<file path="config.mk">
export PLATFORM = sky130hd
export DESIGN_NAME = aec_engine_regs
export DESIGN_NICKNAME = d
export VERILOG_FILES = /design/src/rtl/aec_pkg.sv /design/src/rtl/aec_evt_if.sv /design/src/rtl/aec_engine_regs.sv /design/src/rtl/aec_irq_unit.sv
export SDC_FILE = /design/constraint.sdc
export NUM_CORES = 1
export LEC_CHECK = 0
export BUFFER_PORTS_ARGS = -buffer_cell sky130_fd_sc_hd__buf_2
export CAP_MARGIN = 25
export CORE_UTILIZATION = 39
export DETAILED_ROUTE_END_ITERATION = 6
export PLACE_DENSITY = 0.78
export SETUP_SLACK_MARGIN = 0.5
export SLEW_MARGIN = 25
export SYNTH_ARGS = -nofsm -noshare
export SYNTH_HDL_FRONTEND = slang
export SYNTH_SLANG_ARGS = --single-unit
</file>
<file path="constraint.sdc">
create_clock -name clk -period 1.3 [get_ports clk]
set_input_delay 0.13 -clock clk [delete_from_list [all_inputs] [get_ports clk]]
set_output_delay 0.13 -clock clk [all_outputs]
set_load 0.02 [all_outputs]
</file>
<file path="src/rtl/aec_pkg.sv">
package aec_pkg;
   // ==================================================
   // register map, byte addresses
   localparam logic [11:0] AEC_OFF_IRQ_SET    = 12'h304;
   localparam logic [11:0] AEC_OFF_IRQ_CLR    = 12'h308;
   localparam logic [11:0] AEC_OFF_EVT_STATUS = 12'h30c;
   localparam logic [11:0] AEC_OFF_INTEGRITY  = 12'h400;
   localparam logic [11:0] AEC_OFF_ENABLE     = 12'h500;

   // ==================================================
   // field layout
   localparam int AEC_NUM_EVT          = 3;
   localparam int AEC_BIT_KEYSTREAM    = 0;
   localparam int AEC_BIT_CRYPT        = 1;
   localparam int AEC_BIT_ERROR        = 2;
   localparam int AEC_BIT_INTEGRITY    = 0;
   localparam int AEC_ENABLE_W         = 2;

   // ==================================================
   // values
   localparam logic [AEC_NUM_EVT-1:0]  AEC_RST_EVT       = 3'h0;
   localparam logic [AEC_ENABLE_W-1:0] AEC_ENABLE_OFF    = 2'h0;
   localparam logic [AEC_ENABLE_W-1:0] AEC_ENABLE_ON     = 2'h2;
   localparam logic                    AEC_INTEGRITY_FAILED = 1'b0;
   localparam logic                    AEC_INTEGRITY_PASSED = 1'b1;
   localparam logic [1:0]              AEC_RESP_OKAY     = 2'h0;
   localparam logic [1:0]              AEC_RESP_SLVERR   = 2'h2;

   typedef enum logic [2:0] {
      AEC_SEL_IRQ_SET,
      AEC_SEL_IRQ_CLR,
      AEC_SEL_EVT_STATUS,
      AEC_SEL_INTEGRITY,
      AEC_SEL_ENABLE,
      AEC_SEL_NONE
   } aec_sel_t;
endpackage

</file>
<file path="src/rtl/aec_evt_if.sv">
`timescale 1ns/1ps
interface aec_evt_if;
   logic [2:0] evtPulse;
   logic [2:0] setBits;
   logic [2:0] clrBits;
   logic [2:0] ackBits;
   logic [2:0] enBits;
   logic [2:0] flagBits;
   logic       irqLevel;

   modport regs (
      output evtPulse,
      output setBits,
      output clrBits,
      output ackBits,
      input  enBits,
      input  flagBits,
      input  irqLevel
   );

   modport irq (
      input  evtPulse,
      input  setBits,
      input  clrBits,
      input  ackBits,
      output enBits,
      output flagBits,
      output irqLevel
   );
endinterface

</file>
<file path="src/rtl/aec_engine_regs.sv">
`timescale 1ns/1ps
// Contract
// - writing one to keystream-done set bit enables it; reads show enable state
// - writing one to crypt-done set bit enables it; zero does nothing
// - writing one to error set bit enables the deprecated error interrupt
// - writing one to keystream-done clear bit disables it; reads match set
// - writing one to crypt-done clear bit disables it; zero does nothing
// - writing one to error clear bit disables it; reads show state
// - read-only integrity result holds last decryption check, one passed, resets zero; code ignores checks finished while the engine is off
// - engine works only while enable field is two; resets to zero
module aec_engine_regs
   import aec_pkg::*;
(
   input  wire logic        clk,
   input  wire logic        rst,
   input  wire logic [11:0] s_axi_awaddr,
   input  wire logic        s_axi_awvalid,
   output logic             s_axi_awready,
   input  wire logic [31:0] s_axi_wdata,
   input  wire logic [3:0]  s_axi_wstrb,
   input  wire logic        s_axi_wvalid,
   output logic             s_axi_wready,
   output logic [1:0]       s_axi_bresp,
   output logic             s_axi_bvalid,
   input  wire logic        s_axi_bready,
   input  wire logic [11:0] s_axi_araddr,
   input  wire logic        s_axi_arvalid,
   output logic             s_axi_arready,
   output logic [31:0]      s_axi_rdata,
   output logic [1:0]       s_axi_rresp,
   output logic             s_axi_rvalid,
   input  wire logic        s_axi_rready,
   input  wire logic        keystreamDoneEvent,
   input  wire logic        cryptDoneEvent,
   input  wire logic        errorEvent,
   input  wire logic        integrityDone,
   input  wire logic        integrityPass,
   output logic             engineOn,
   output logic             irq
);

   // ==================================================
   // address decode, shared by both channels
   function automatic aec_sel_t regSel(input logic [11:0] addr);
      aec_sel_t sel;
      sel = AEC_SEL_NONE;
      case (addr)
         AEC_OFF_IRQ_SET:    sel = AEC_SEL_IRQ_SET;
         AEC_OFF_IRQ_CLR:    sel = AEC_SEL_IRQ_CLR;
         AEC_OFF_EVT_STATUS: sel = AEC_SEL_EVT_STATUS;
         AEC_OFF_INTEGRITY:  sel = AEC_SEL_INTEGRITY;
         AEC_OFF_ENABLE:     sel = AEC_SEL_ENABLE;
         default:            sel = AEC_SEL_NONE;
      endcase
      return sel;
   endfunction

   typedef enum logic {
      WR_COLLECT,
      WR_RESP
   } aec_wr_t;

   typedef enum logic {
      RD_IDLE,
      RD_DATA
   } aec_rd_t;

   // strobes and levels shared with the irq unit
   aec_evt_if ev ();

   aec_wr_t                 wrState_q;
   aec_rd_t                 rdState_q;
   logic                    awHeld_q;
   logic                    wHeld_q;
   logic [11:0]             awAddr_q;
   logic [31:0]             wData_q;
   logic [3:0]              wStrb_q;
   logic                    awReady_q;
   logic                    wReady_q;
   logic                    bValid_q;
   logic [1:0]              bResp_q;
   logic                    arReady_q;
   logic                    rValid_q;
   logic [31:0]             rData_q;
   logic [1:0]              rResp_q;
   logic [AEC_ENABLE_W-1:0] enable_q;
   logic                    engineOn_q;
   logic                    integrity_q;
   logic                    awFire;
   logic                    wFire;
   logic                    doWrite;
   logic                    lowLane;
   aec_sel_t                wrSel;
   aec_sel_t                rdSel;

   assign awFire  = s_axi_awvalid && awReady_q;
   assign wFire   = s_axi_wvalid && wReady_q;
   // a write completes once both halves are held
   assign doWrite = (wrState_q == WR_COLLECT) && awHeld_q && wHeld_q;
   // all fields sit in byte zero, so the other lanes are ignored
   assign lowLane = wStrb_q[0];
   assign wrSel   = regSel(awAddr_q);
   assign rdSel   = regSel(s_axi_araddr);

   // ==================================================
   // write channel
   always_ff @(posedge clk) begin
      if (rst) begin
         wrState_q <= WR_COLLECT;
         bValid_q  <= 1'b0;
         bResp_q   <= AEC_RESP_OKAY;
      end else begin
         case (wrState_q)
            WR_COLLECT: begin
               if (doWrite) begin
                  wrState_q <= WR_RESP;
                  bValid_q  <= 1'b1;
                  bResp_q   <= (wrSel == AEC_SEL_NONE) ? AEC_RESP_SLVERR : AEC_RESP_OKAY;
               end
            end
            WR_RESP: begin
               if (s_axi_bready) begin
                  wrState_q <= WR_COLLECT;
                  bValid_q  <= 1'b0;
               end
            end
            default: begin
               wrState_q <= WR_COLLECT;
               bValid_q  <= 1'b0;
            end
         endcase
      end
   end

   // address and data taken in either order, each held until the write
   always_ff @(posedge clk) begin
      if (rst) begin
         awHeld_q  <= 1'b0;
         awAddr_q  <= 12'h000;
         awReady_q <= 1'b1;
      end else if (awFire) begin
         awHeld_q  <= 1'b1;
         awAddr_q  <= s_axi_awaddr;
         awReady_q <= 1'b0;
      end else if (doWrite) begin
         awHeld_q  <= 1'b0;
      end else if ((wrState_q == WR_RESP) && s_axi_bready) begin
         awReady_q <= 1'b1;
      end
   end

   always_ff @(posedge clk) begin
      if (rst) begin
         wHeld_q  <= 1'b0;
         wData_q  <= 32'h0000_0000;
         wStrb_q  <= 4'h0;
         wReady_q <= 1'b1;
      end else if (wFire) begin
         wHeld_q  <= 1'b1;
         wData_q  <= s_axi_wdata;
         wStrb_q  <= s_axi_wstrb;
         wReady_q <= 1'b0;
      end else if (doWrite) begin
         wHeld_q  <= 1'b0;
      end else if ((wrState_q == WR_RESP) && s_axi_bready) begin
         wReady_q <= 1'b1;
      end
   end

   // ==================================================
   // one-cycle strobes into the irq unit
   always_comb begin
      ev.setBits = AEC_RST_EVT;
      ev.clrBits = AEC_RST_EVT;
      ev.ackBits = AEC_RST_EVT;
      if (doWrite && lowLane) begin
         case (wrSel)
            AEC_SEL_IRQ_SET:    ev.setBits = wData_q[AEC_NUM_EVT-1:0];
            AEC_SEL_IRQ_CLR:    ev.clrBits = wData_q[AEC_NUM_EVT-1:0];
            AEC_SEL_EVT_STATUS: ev.ackBits = wData_q[AEC_NUM_EVT-1:0];
            default: begin
               ev.setBits = AEC_RST_EVT;
            end
         endcase
      end
   end

   // events only count while the engine is switched on
   always_comb begin
      ev.evtPulse = AEC_RST_EVT;
      if (engineOn_q) begin
         ev.evtPulse[AEC_BIT_KEYSTREAM] = keystreamDoneEvent;
         ev.evtPulse[AEC_BIT_CRYPT]     = cryptDoneEvent;
         ev.evtPulse[AEC_BIT_ERROR]     = errorEvent;
      end
   end

   aec_irq_unit u_irq (
      .clk (clk),
      .rst (rst),
      .ev  (ev)
   );

   // ==================================================
   // engine enable, full field stored so readback is exact
   always_ff @(posedge clk) begin
      if (rst) begin
         enable_q <= AEC_ENABLE_OFF;
      end else if (doWrite && lowLane && (wrSel == AEC_SEL_ENABLE)) begin
         enable_q <= wData_q[AEC_ENABLE_W-1:0];
      end
   end

   // only the exact value two runs; other codes keep it stopped
   always_ff @(posedge clk) begin
      if (rst) begin
         engineOn_q <= 1'b0;
      end else begin
         engineOn_q <= (enable_q == AEC_ENABLE_ON);
      end
   end

   // ==================================================
   // integrity result, updated only by a finished check
   always_ff @(posedge clk) begin
      if (rst) begin
         integrity_q <= AEC_INTEGRITY_FAILED;
      end else if (engineOn_q && integrityDone) begin
         integrity_q <= integrityPass ? AEC_INTEGRITY_PASSED : AEC_INTEGRITY_FAILED;
      end
   end

   // ==================================================
   // read channel, data one cycle after the address
   always_ff @(posedge clk) begin
      if (rst) begin
         rdState_q <= RD_IDLE;
         arReady_q <= 1'b1;
         rValid_q  <= 1'b0;
         rData_q   <= 32'h0000_0000;
         rResp_q   <= AEC_RESP_OKAY;
      end else begin
         case (rdState_q)
            RD_IDLE: begin
               if (s_axi_arvalid) begin
                  rdState_q <= RD_DATA;
                  arReady_q <= 1'b0;
                  rValid_q  <= 1'b1;
                  rResp_q   <= AEC_RESP_OKAY;
                  rData_q   <= 32'h0000_0000;
                  case (rdSel)
                     AEC_SEL_IRQ_SET,
                     AEC_SEL_IRQ_CLR: begin
                        rData_q[AEC_NUM_EVT-1:0] <= ev.enBits;
                     end
                     AEC_SEL_EVT_STATUS: begin
                        rData_q[AEC_NUM_EVT-1:0] <= ev.flagBits;
                     end
                     AEC_SEL_INTEGRITY: begin
                        rData_q[AEC_BIT_INTEGRITY] <= integrity_q;
                     end
                     AEC_SEL_ENABLE: begin
                        rData_q[AEC_ENABLE_W-1:0] <= enable_q;
                     end
                     default: begin
                        // unmapped: data stays zero, only the code flags it
                        rResp_q <= AEC_RESP_SLVERR;
                     end
                  endcase
               end
            end
            RD_DATA: begin
               if (s_axi_rready) begin
                  rdState_q <= RD_IDLE;
                  arReady_q <= 1'b1;
                  rValid_q  <= 1'b0;
               end
            end
            default: begin
               rdState_q <= RD_IDLE;
               arReady_q <= 1'b1;
               rValid_q  <= 1'b0;
            end
         endcase
      end
   end

   // ==================================================
   // outputs
   assign s_axi_awready = awReady_q;
   assign s_axi_wready  = wReady_q;
   assign s_axi_bvalid  = bValid_q;
   assign s_axi_bresp   = bResp_q;
   assign s_axi_arready = arReady_q;
   assign s_axi_rvalid  = rValid_q;
   assign s_axi_rdata   = rData_q;
   assign s_axi_rresp   = rResp_q;
   assign engineOn      = engineOn_q;
   assign irq           = ev.irqLevel;
endmodule

</file>
<file path="src/rtl/aec_irq_unit.sv">
`timescale 1ns/1ps
module aec_irq_unit
   import aec_pkg::*;
(
   input  wire logic clk,
   input  wire logic rst,
   aec_evt_if.irq    ev
);
   logic [AEC_NUM_EVT-1:0] enable_q;
   logic [AEC_NUM_EVT-1:0] flag_q;
   logic                   irq_q;

   // ==================================================
   // enable mask, set and clear live at separate addresses
   always_ff @(posedge clk) begin
      if (rst) begin
         enable_q <= AEC_RST_EVT;
      end else begin
         enable_q <= (enable_q | ev.setBits) & ~ev.clrBits;
      end
   end

   // ==================================================
   // sticky flags; an event in the ack cycle survives
   always_ff @(posedge clk) begin
      if (rst) begin
         flag_q <= AEC_RST_EVT;
      end else begin
         flag_q <= (flag_q & ~ev.ackBits) | ev.evtPulse;
      end
   end

   always_ff @(posedge clk) begin
      if (rst) begin
         irq_q <= 1'b0;
      end else begin
         irq_q <= |(flag_q & enable_q);
      end
   end

   assign ev.enBits   = enable_q;
   assign ev.flagBits = flag_q;
   assign ev.irqLevel = irq_q;
endmodule

</file>
== Word-level counts from Yosys, hierarchy flattened ==
Index checks and enable logic that the tools add are counted.
W data, S select, Z words.

* Register bits: 43
* Latch bits: 0
* Memory bits (writable): 0
* Bits in read-only memories: 0
* Input bits: 72
* Output and inout port bits: 43
* Word-level logic and storage cells: 115
* Memories: 0

* Add/sub/neg operators: 0
* Multipliers: 0
* Div/mod/pow operators: 0
* $lt $le $gt $ge: 0
* Equality and inequality tests: 25
* Shifts and indexed selects: 0
* Mux-type cells: 37
* Bitwise gates (word level): 9
* Reductions and logical operators: 23

{| class="wikitable"
|+ Operators by type and width
! operator !! number
|-
| $eq A12 B10 Y1 const B || 6
|-
| $eq A12 B11 Y1 const B || 4
|-
| $pmux W3 S5 || 2
|-
| $mux W3 || 7
|-
| $mux W1 || 18
|-
| $ne A2 B2 Y1 const B || 6
|-
| $pmux W1 S2 || 6
|-
| $reduce_and A2 Y1 || 6
|-
| $and A3 B3 Y3 || 3
|-
| $eq A3 B2 Y1 const B || 3
|-
| $eq A3 B3 Y1 const B || 3
|-
| $logic_and A1 B1 Y1 || 8
|-
| $reduce_bool A2 Y1 || 4
|-
| $eq A3 B1 Y1 const B || 2
|-
| $logic_not A3 Y1 || 2
|-
| $not A3 Y3 || 2
|-
| $or A3 B3 Y3 || 2
|-
| $reduce_or A5 Y1 || 1
|-
| $mux W2 || 2
|-
| $pmux W1 S4 || 1
|-
| $pmux W1 S3 || 1
|-
| $reduce_or A3 Y1 || 1
|-
| $eq A2 B2 Y1 const B || 1
|-
| $not A1 Y1 || 2
|-
| $reduce_or A2 Y1 || 1
|}

== Logic depth before layout (Yosys ltp) ==
* Word-level depth: 8
* Gate-level depth with buffers: 5
* Gate-level depth less buffers: 4

== Hierarchy ==
A second synthesis with hierarchy kept.

* Cells, all modules: 247
* Area, all modules: 2031.9 um^2

{| class="wikitable"
|+ By module, submodules not included
! module !! times used !! cells an instance !! area an instance (um^2) !! sequential area each (um^2)
|-
| aec_engine_regs || 1 || 223 || 1806.7 || 680.7
|-
| aec_irq_unit || 1 || 24 || 225.2 || 140.1
|}

== Least setup slack after synthesis ==
No wires, ideal clock.

* Kind: input -> register
* Start point: input port s_axi_araddr[3]
* End point: register rData_q[1], in the netlist s_axi_rdata[1]
* Setup time: 0.122 ns
* Arrival time: 1.279 ns
* Data required time: 1.178 ns
* Slack: -0.100 ns
* Cell stages on the path: 5
* Buffers on the path: 1
* Cell sequence: buf_6 -> or4b_4 -> or3_1 -> a41oi_1 -> a21oi_1

* Word-level cells in the longest chain between the ends: 5
* Elaborated cells between the ends (all ways): 12
* Classes of those cells: 8 x eq/ne; 2 x mux; 2 x reduce/logical

{| class="wikitable"
|+ RTL lines
! what !! line !! RTL
|-
| start, declared || aec_engine_regs.sv:26 || <nowiki>input wire logic [11:0] s_axi_araddr,</nowiki>
|-
| $eq A12 B11 Y1 / $eq A12 B10 Y1 (equally long branches) || aec_engine_regs.sv:47 || <nowiki>case (addr)</nowiki>
|-
| $pmux W3 S5 * || aec_engine_regs.sv:47 ||
|-
| $eq A3 B1 Y1 / $logic_not A3 Y1 (equally long branches) || aec_engine_regs.sv:251 || <nowiki>case (rdSel)</nowiki>
|-
| $reduce_or A2 Y1 || - ||
|-
| $pmux W1 S3 * || aec_engine_regs.sv:251 ||
|-
| end signal, assigned by index || aec_engine_regs.sv:254 || <nowiki>rData_q[AEC_NUM_EVT-1:0] <= ev.enBits;</nowiki>
|-
| end signal, assigned by index || aec_engine_regs.sv:257 || <nowiki>rData_q[AEC_NUM_EVT-1:0] <= ev.flagBits;</nowiki>
|-
| end signal, assigned by index || aec_engine_regs.sv:260 || <nowiki>rData_q[AEC_BIT_INTEGRITY] <= integrity_q;</nowiki>
|-
| end, declared || aec_engine_regs.sv:84 || <nowiki>logic [31:0] rData_q;</nowiki>
|}

Mark *: on every way between the ends. The rest lies on a longest branch, timed or not.
A chain may end at the register's enable or synchronous reset.

== Worst setup path in the final report ==
* Start point: register awAddr_q[6]
* End point: register enable_q[0]

* Word-level cells in the longest chain between the ends: 4
* Elaborated cells between the ends (all ways): 8
* Classes of those cells: 6 x eq/ne; 1 x mux; 1 x reduce/logical

{| class="wikitable"
|+ RTL lines
! what !! line !! RTL
|-
| start, declared || aec_engine_regs.sv:75 || <nowiki>logic [11:0] awAddr_q;</nowiki>
|-
| start signal, assigned || aec_engine_regs.sv:143 || <nowiki>awAddr_q <= s_axi_awaddr;</nowiki>
|-
| $eq A12 B11 Y1 / $eq A12 B10 Y1 (equally long branches) || aec_engine_regs.sv:47 ||
|-
| $pmux W3 S5 * || aec_engine_regs.sv:47 ||
|-
| $eq A3 B3 Y1 * || aec_engine_regs.sv:209 || <nowiki>end else if (doWrite && lowLane && (wrSel == AEC_SEL_ENABLE)) begin</nowiki>
|-
| $logic_and A1 B1 Y1 * || aec_engine_regs.sv:209 ||
|-
| end signal, assigned || aec_engine_regs.sv:210 || <nowiki>enable_q <= wData_q[AEC_ENABLE_W-1:0];</nowiki>
|-
| end, declared || aec_engine_regs.sv:86 || <nowiki>logic [AEC_ENABLE_W-1:0] enable_q;</nowiki>
|}

Marks and branches as above.

==> results by group <==
Placement
  – Post-Place Cells: 372
  – PortBufs: 51
  – Detailed placement HPWL: 3.20 mm
  – Place WS: -176 ps
  – Final GP Congestion: 0.856

Drt
  – Wirelength per Cell: 12.8 um
  – Drt initial violations: 61
  – Routed vias/inst: 4.92
  – Final wirelength: 5.10 mm
  – Via count: 1,953
  – Post-route ant nets: 0
  – Pre-antenna DRT Iters: 4
  – Post-route DRC: 0

Worst setup path
  – CP required: 1530 ps
  – Crit-path max FO: 3
  – Worst reg2reg endpoint: enable_q[0]
  – Reg2reg setup slack: -50 ps
  – Kind of critical path: flip-flop to flip-flop
  – Worst Setup End Kind: flip-flop
  – Worst Path Arrival: 1580 ps
  – Startpoint types: flip-flop
  – R2r worst-path depth: 5
  – Reg2Reg Launch Point: awAddr_q[6]

Global route
  – Vias in the first global route: 1,720
  – Total GRT Usage: 18.7%
  – Antenna violations before repair: 0
  – First-pass GRT wire length: 7.62 mm
  – Total gr overflow: 0
  – Largest net degree at the start of global routing: 33

Clock tree
  – H-tree depth: 2
  – CTS Buf Count: 5
  – Post-CTS Hold Fix Bufs: 0
  – CTS root buffer: clkbuf_8
  – Max Buffers Root-to-Sink: 2
  – Clock Pin Slew Worst Setup and Hold Paths: 80 ps
  – TritonCTS clock tree: yes
  – Worst-Skew Late Latency: 300 ps
  – CTS Sinks: 41

Logic synthesis
  – Top-count cell post-synth: nand2_1
  – Post-synth top flop: dfxtp_1
  – Yosys top cell by area: dfxtp_1
  – Synth Area in Simple Gates: 25.6%
  – Seq cells post-synth: 41
  – Syn. warnings: 0
  – Syn Area/Cell: 7.96 sq um
  – Top cell type's share of synthesized area: 40.9%
  – Synth Area in XOR/XNOR: 0.436%
  – Main combinational cell family by area after synthesis: simple AND/OR/NAND/NOR gates
  – Top cells by area, synth: dfxtp_1 (41%), buf_4 (12%), a21oi_1 (8.5%), nand2_1 (8.0%), o21ai_0 (3.7%)
  – Top post-synthesis cells by count: nand2_1 (43), dfxtp_1 (41), a21oi_1 (34)
  – Post-Syn Area: 2010 sq um
  – Mux cell area share after synthesis: 1.50%
  – Compound-Gate Fraction of Synth Area: 17.0%
  – Post-synthesis sequential area ratio: 40.9%
  – Synthesized-area fraction occupied by adder cells: 0%
  – Post-Synthesis Cells: 252
  – FFs w/ async S/R, synth: 0%
  – Number of enable flip-flop cells after synthesis: 0
  – Synth unique cells: 42

Timing
  – Period minus WS final: 1350 ps
  – Worst clock skew: 7.50 ps
  – Period utilization: 104%
  – Setup WS post-layout: -48.1 ps
  – Max Clock Freq: 742 MHz
  – Hold WS: 59.0 ps
  – Hold Fails Final Rpt: 0
  – Unrepaired setup endpoints after global routing: true
  – Final Max Tran Viols: 0
  – Setup violators final: 7

Outcome
  – Violated checks: setup timing
  – Run status: complete, but fails checks

Layout
  – Number of diodes: 0
  – Fin nets: 401
  – Area Overhead vs Synth: 47.9%
  – Post-route insts no fill: 397
  – Share of layout cells above drive strength 1: 49.4%

Worst hold path
  – Hold Startpoint: s_axi_awaddr[0]
  – Hold depth: 3
  – Hold Crit Endpoint: awAddr_q[0]
  – Hold Path Class: input port to flip-flop

Floorplanning
  – Initial core utilization: 41.4%
  – # IOs: 115
  – Cell Rows: 25
  – Die X: 73.7 um
  – Die Span Y: 73.7 um
  – Core Region: 4850 sq um
  – Die area: 5440 sq um

Pwr
  – Leakage: 1.19 nW
  – IR drop worst, VDD: 828 uV
  – Power density cells: 967 nW/um^2

Flow run
  – Max Cap Viol: 0
-- report_power, final --
group / switching (mW) / total [mW] / internal, mW
combinational: 0.325 / 0.571 / 0.247
clock: 0.439 / 0.919 / 0.480
sequential: 0.0675 / 1.38 / 1.31
total: 0.831 / 2.87 / 2.04
-- layer usage --
metal  share of wire [%]  up-vias  wire length (um)  global-route usage (%)
li1                    -      980                 -                       -
met1                  42      900              2130                    22.0
met2                  52       68              2650                    32.2
met3                 5.5        5               281                    6.17
met4                0.76        0                39                    5.13
met5                   0        -                 0                       0
-- cells in the final DEF (no fill, tap or decap), types with 4 or more instances in the layout --
cell | synthesis | layout
buf_2 | 0 | 36
conb_1 | 1 | 31
nand2_1 | 43 | 27
a21oi_1 | 34 | 26
buf_6 | 1 | 22
dfxtp_1 | 41 | 19
buf_4 | 31 | 18
dfxtp_2 | 0 | 17
nand2_2 | 0 | 14
nor2_1 | 15 | 14
nand3_1 | 10 | 8
a21oi_2 | 0 | 7
clkbuf_8 | 0 | 7
o21ai_0 | 15 | 6
nand4_1 | 5 | 5
dfxtp_4 | 0 | 5
o21ai_1 | 0 | 4
o21ai_2 | 0 | 4
inv_1 | 5 | 4
-- layout make-up --
cell class                 instances  area (sq um)
tap                               67          83.8
timing repair buffer              77           578
sequential                        41           861
clock buffer                       7          96.3
clock inverter                     1          5.00
multi-input combinational        199          1330
fill                             406          1880
inverter                           5          18.8
-- worst max path at each step --
stage | start | endpoint | slack (ps) | depth (start not counted)
after global routing | awAddr_q[6] | enable_q[1] | -140 | 5
after global placement | s_axi_araddr[9] | s_axi_rdata[1] | -150 | 5
after floorplan | s_axi_araddr[3] | s_axi_rdata[1] | -100 | 5
after detailed placement | s_axi_araddr[9] | s_axi_rdata[1] | -180 | 5
final | awAddr_q[6] | enable_q[0] | -50 | 5
after CTS | awAddr_q[0] | u_irq.ev.enBits[0] | -1 | 4
-- critical path, cell delays in order (launching register included) --
cell     delay (ps)
dfxtp_2         340
nor4_4          330
buf_4           190
and4_4          210
nand3_1          90
a21oi_2         120
-- state kept, by name, indices dropped and copies added, names as in the netlist --
| signal | flops |
|---|---|
| rdState_q | 1 |
| integrity_q | 1 |
| s_axi_rresp | 1 |
| wStrb_q | 1 |
| s_axi_arready | 1 |
| awAddr_q | 12 |
| u_irq.ev.irqLevel | 1 |
| s_axi_bvalid | 1 |
| awHeld_q | 1 |
| s_axi_rvalid | 1 |
| s_axi_wready | 1 |
| wData_q | 3 |
| wrState_q | 1 |
| s_axi_bresp | 1 |
| u_irq.ev.enBits | 3 |
| s_axi_rdata | 3 |
| s_axi_awready | 1 |
| enable_q | 2 |
| u_irq.ev.flagBits | 3 |
| wHeld_q | 1 |
| engineOn | 1 |
-- logic make-up (layout without fill, tap and decap cells) --
family                    Yosys count  after routing
and+or+nand+nor                   102            104
muxes                               3              3
xor gates and xnor gates            1              1
buffers and inverters              44             90
AOI/OAI and AO/OA                  60             60
other                               1             31
DFF                                41             41
-- timing repair --
item,CTS,global route
pin swaps,26,26
buffers inserted,5,10
gates resized for setup,72,43
endpoints found under the setup margin,44,50
cloned,2,0
-- through the flow --
step | utilization, % | area, sq um | power (mW) | TNS [ps]
3_3_place_gp | 48.4 | 2350 | 1.80 | -286
3_5_place_dp | 48.4 | 2350 | 1.81 | -356
4_1_cts | 56.0 | 2720 | 2.81 | -1.33
6_report | 61.2 | 2970 | 2.87 | -195
2_1_floorplan | - | 2220 | 1.74 | -100
5_1_grt | 61.2 | 2970 | 3.01 | -914
(Power assumes the default switching activity.)
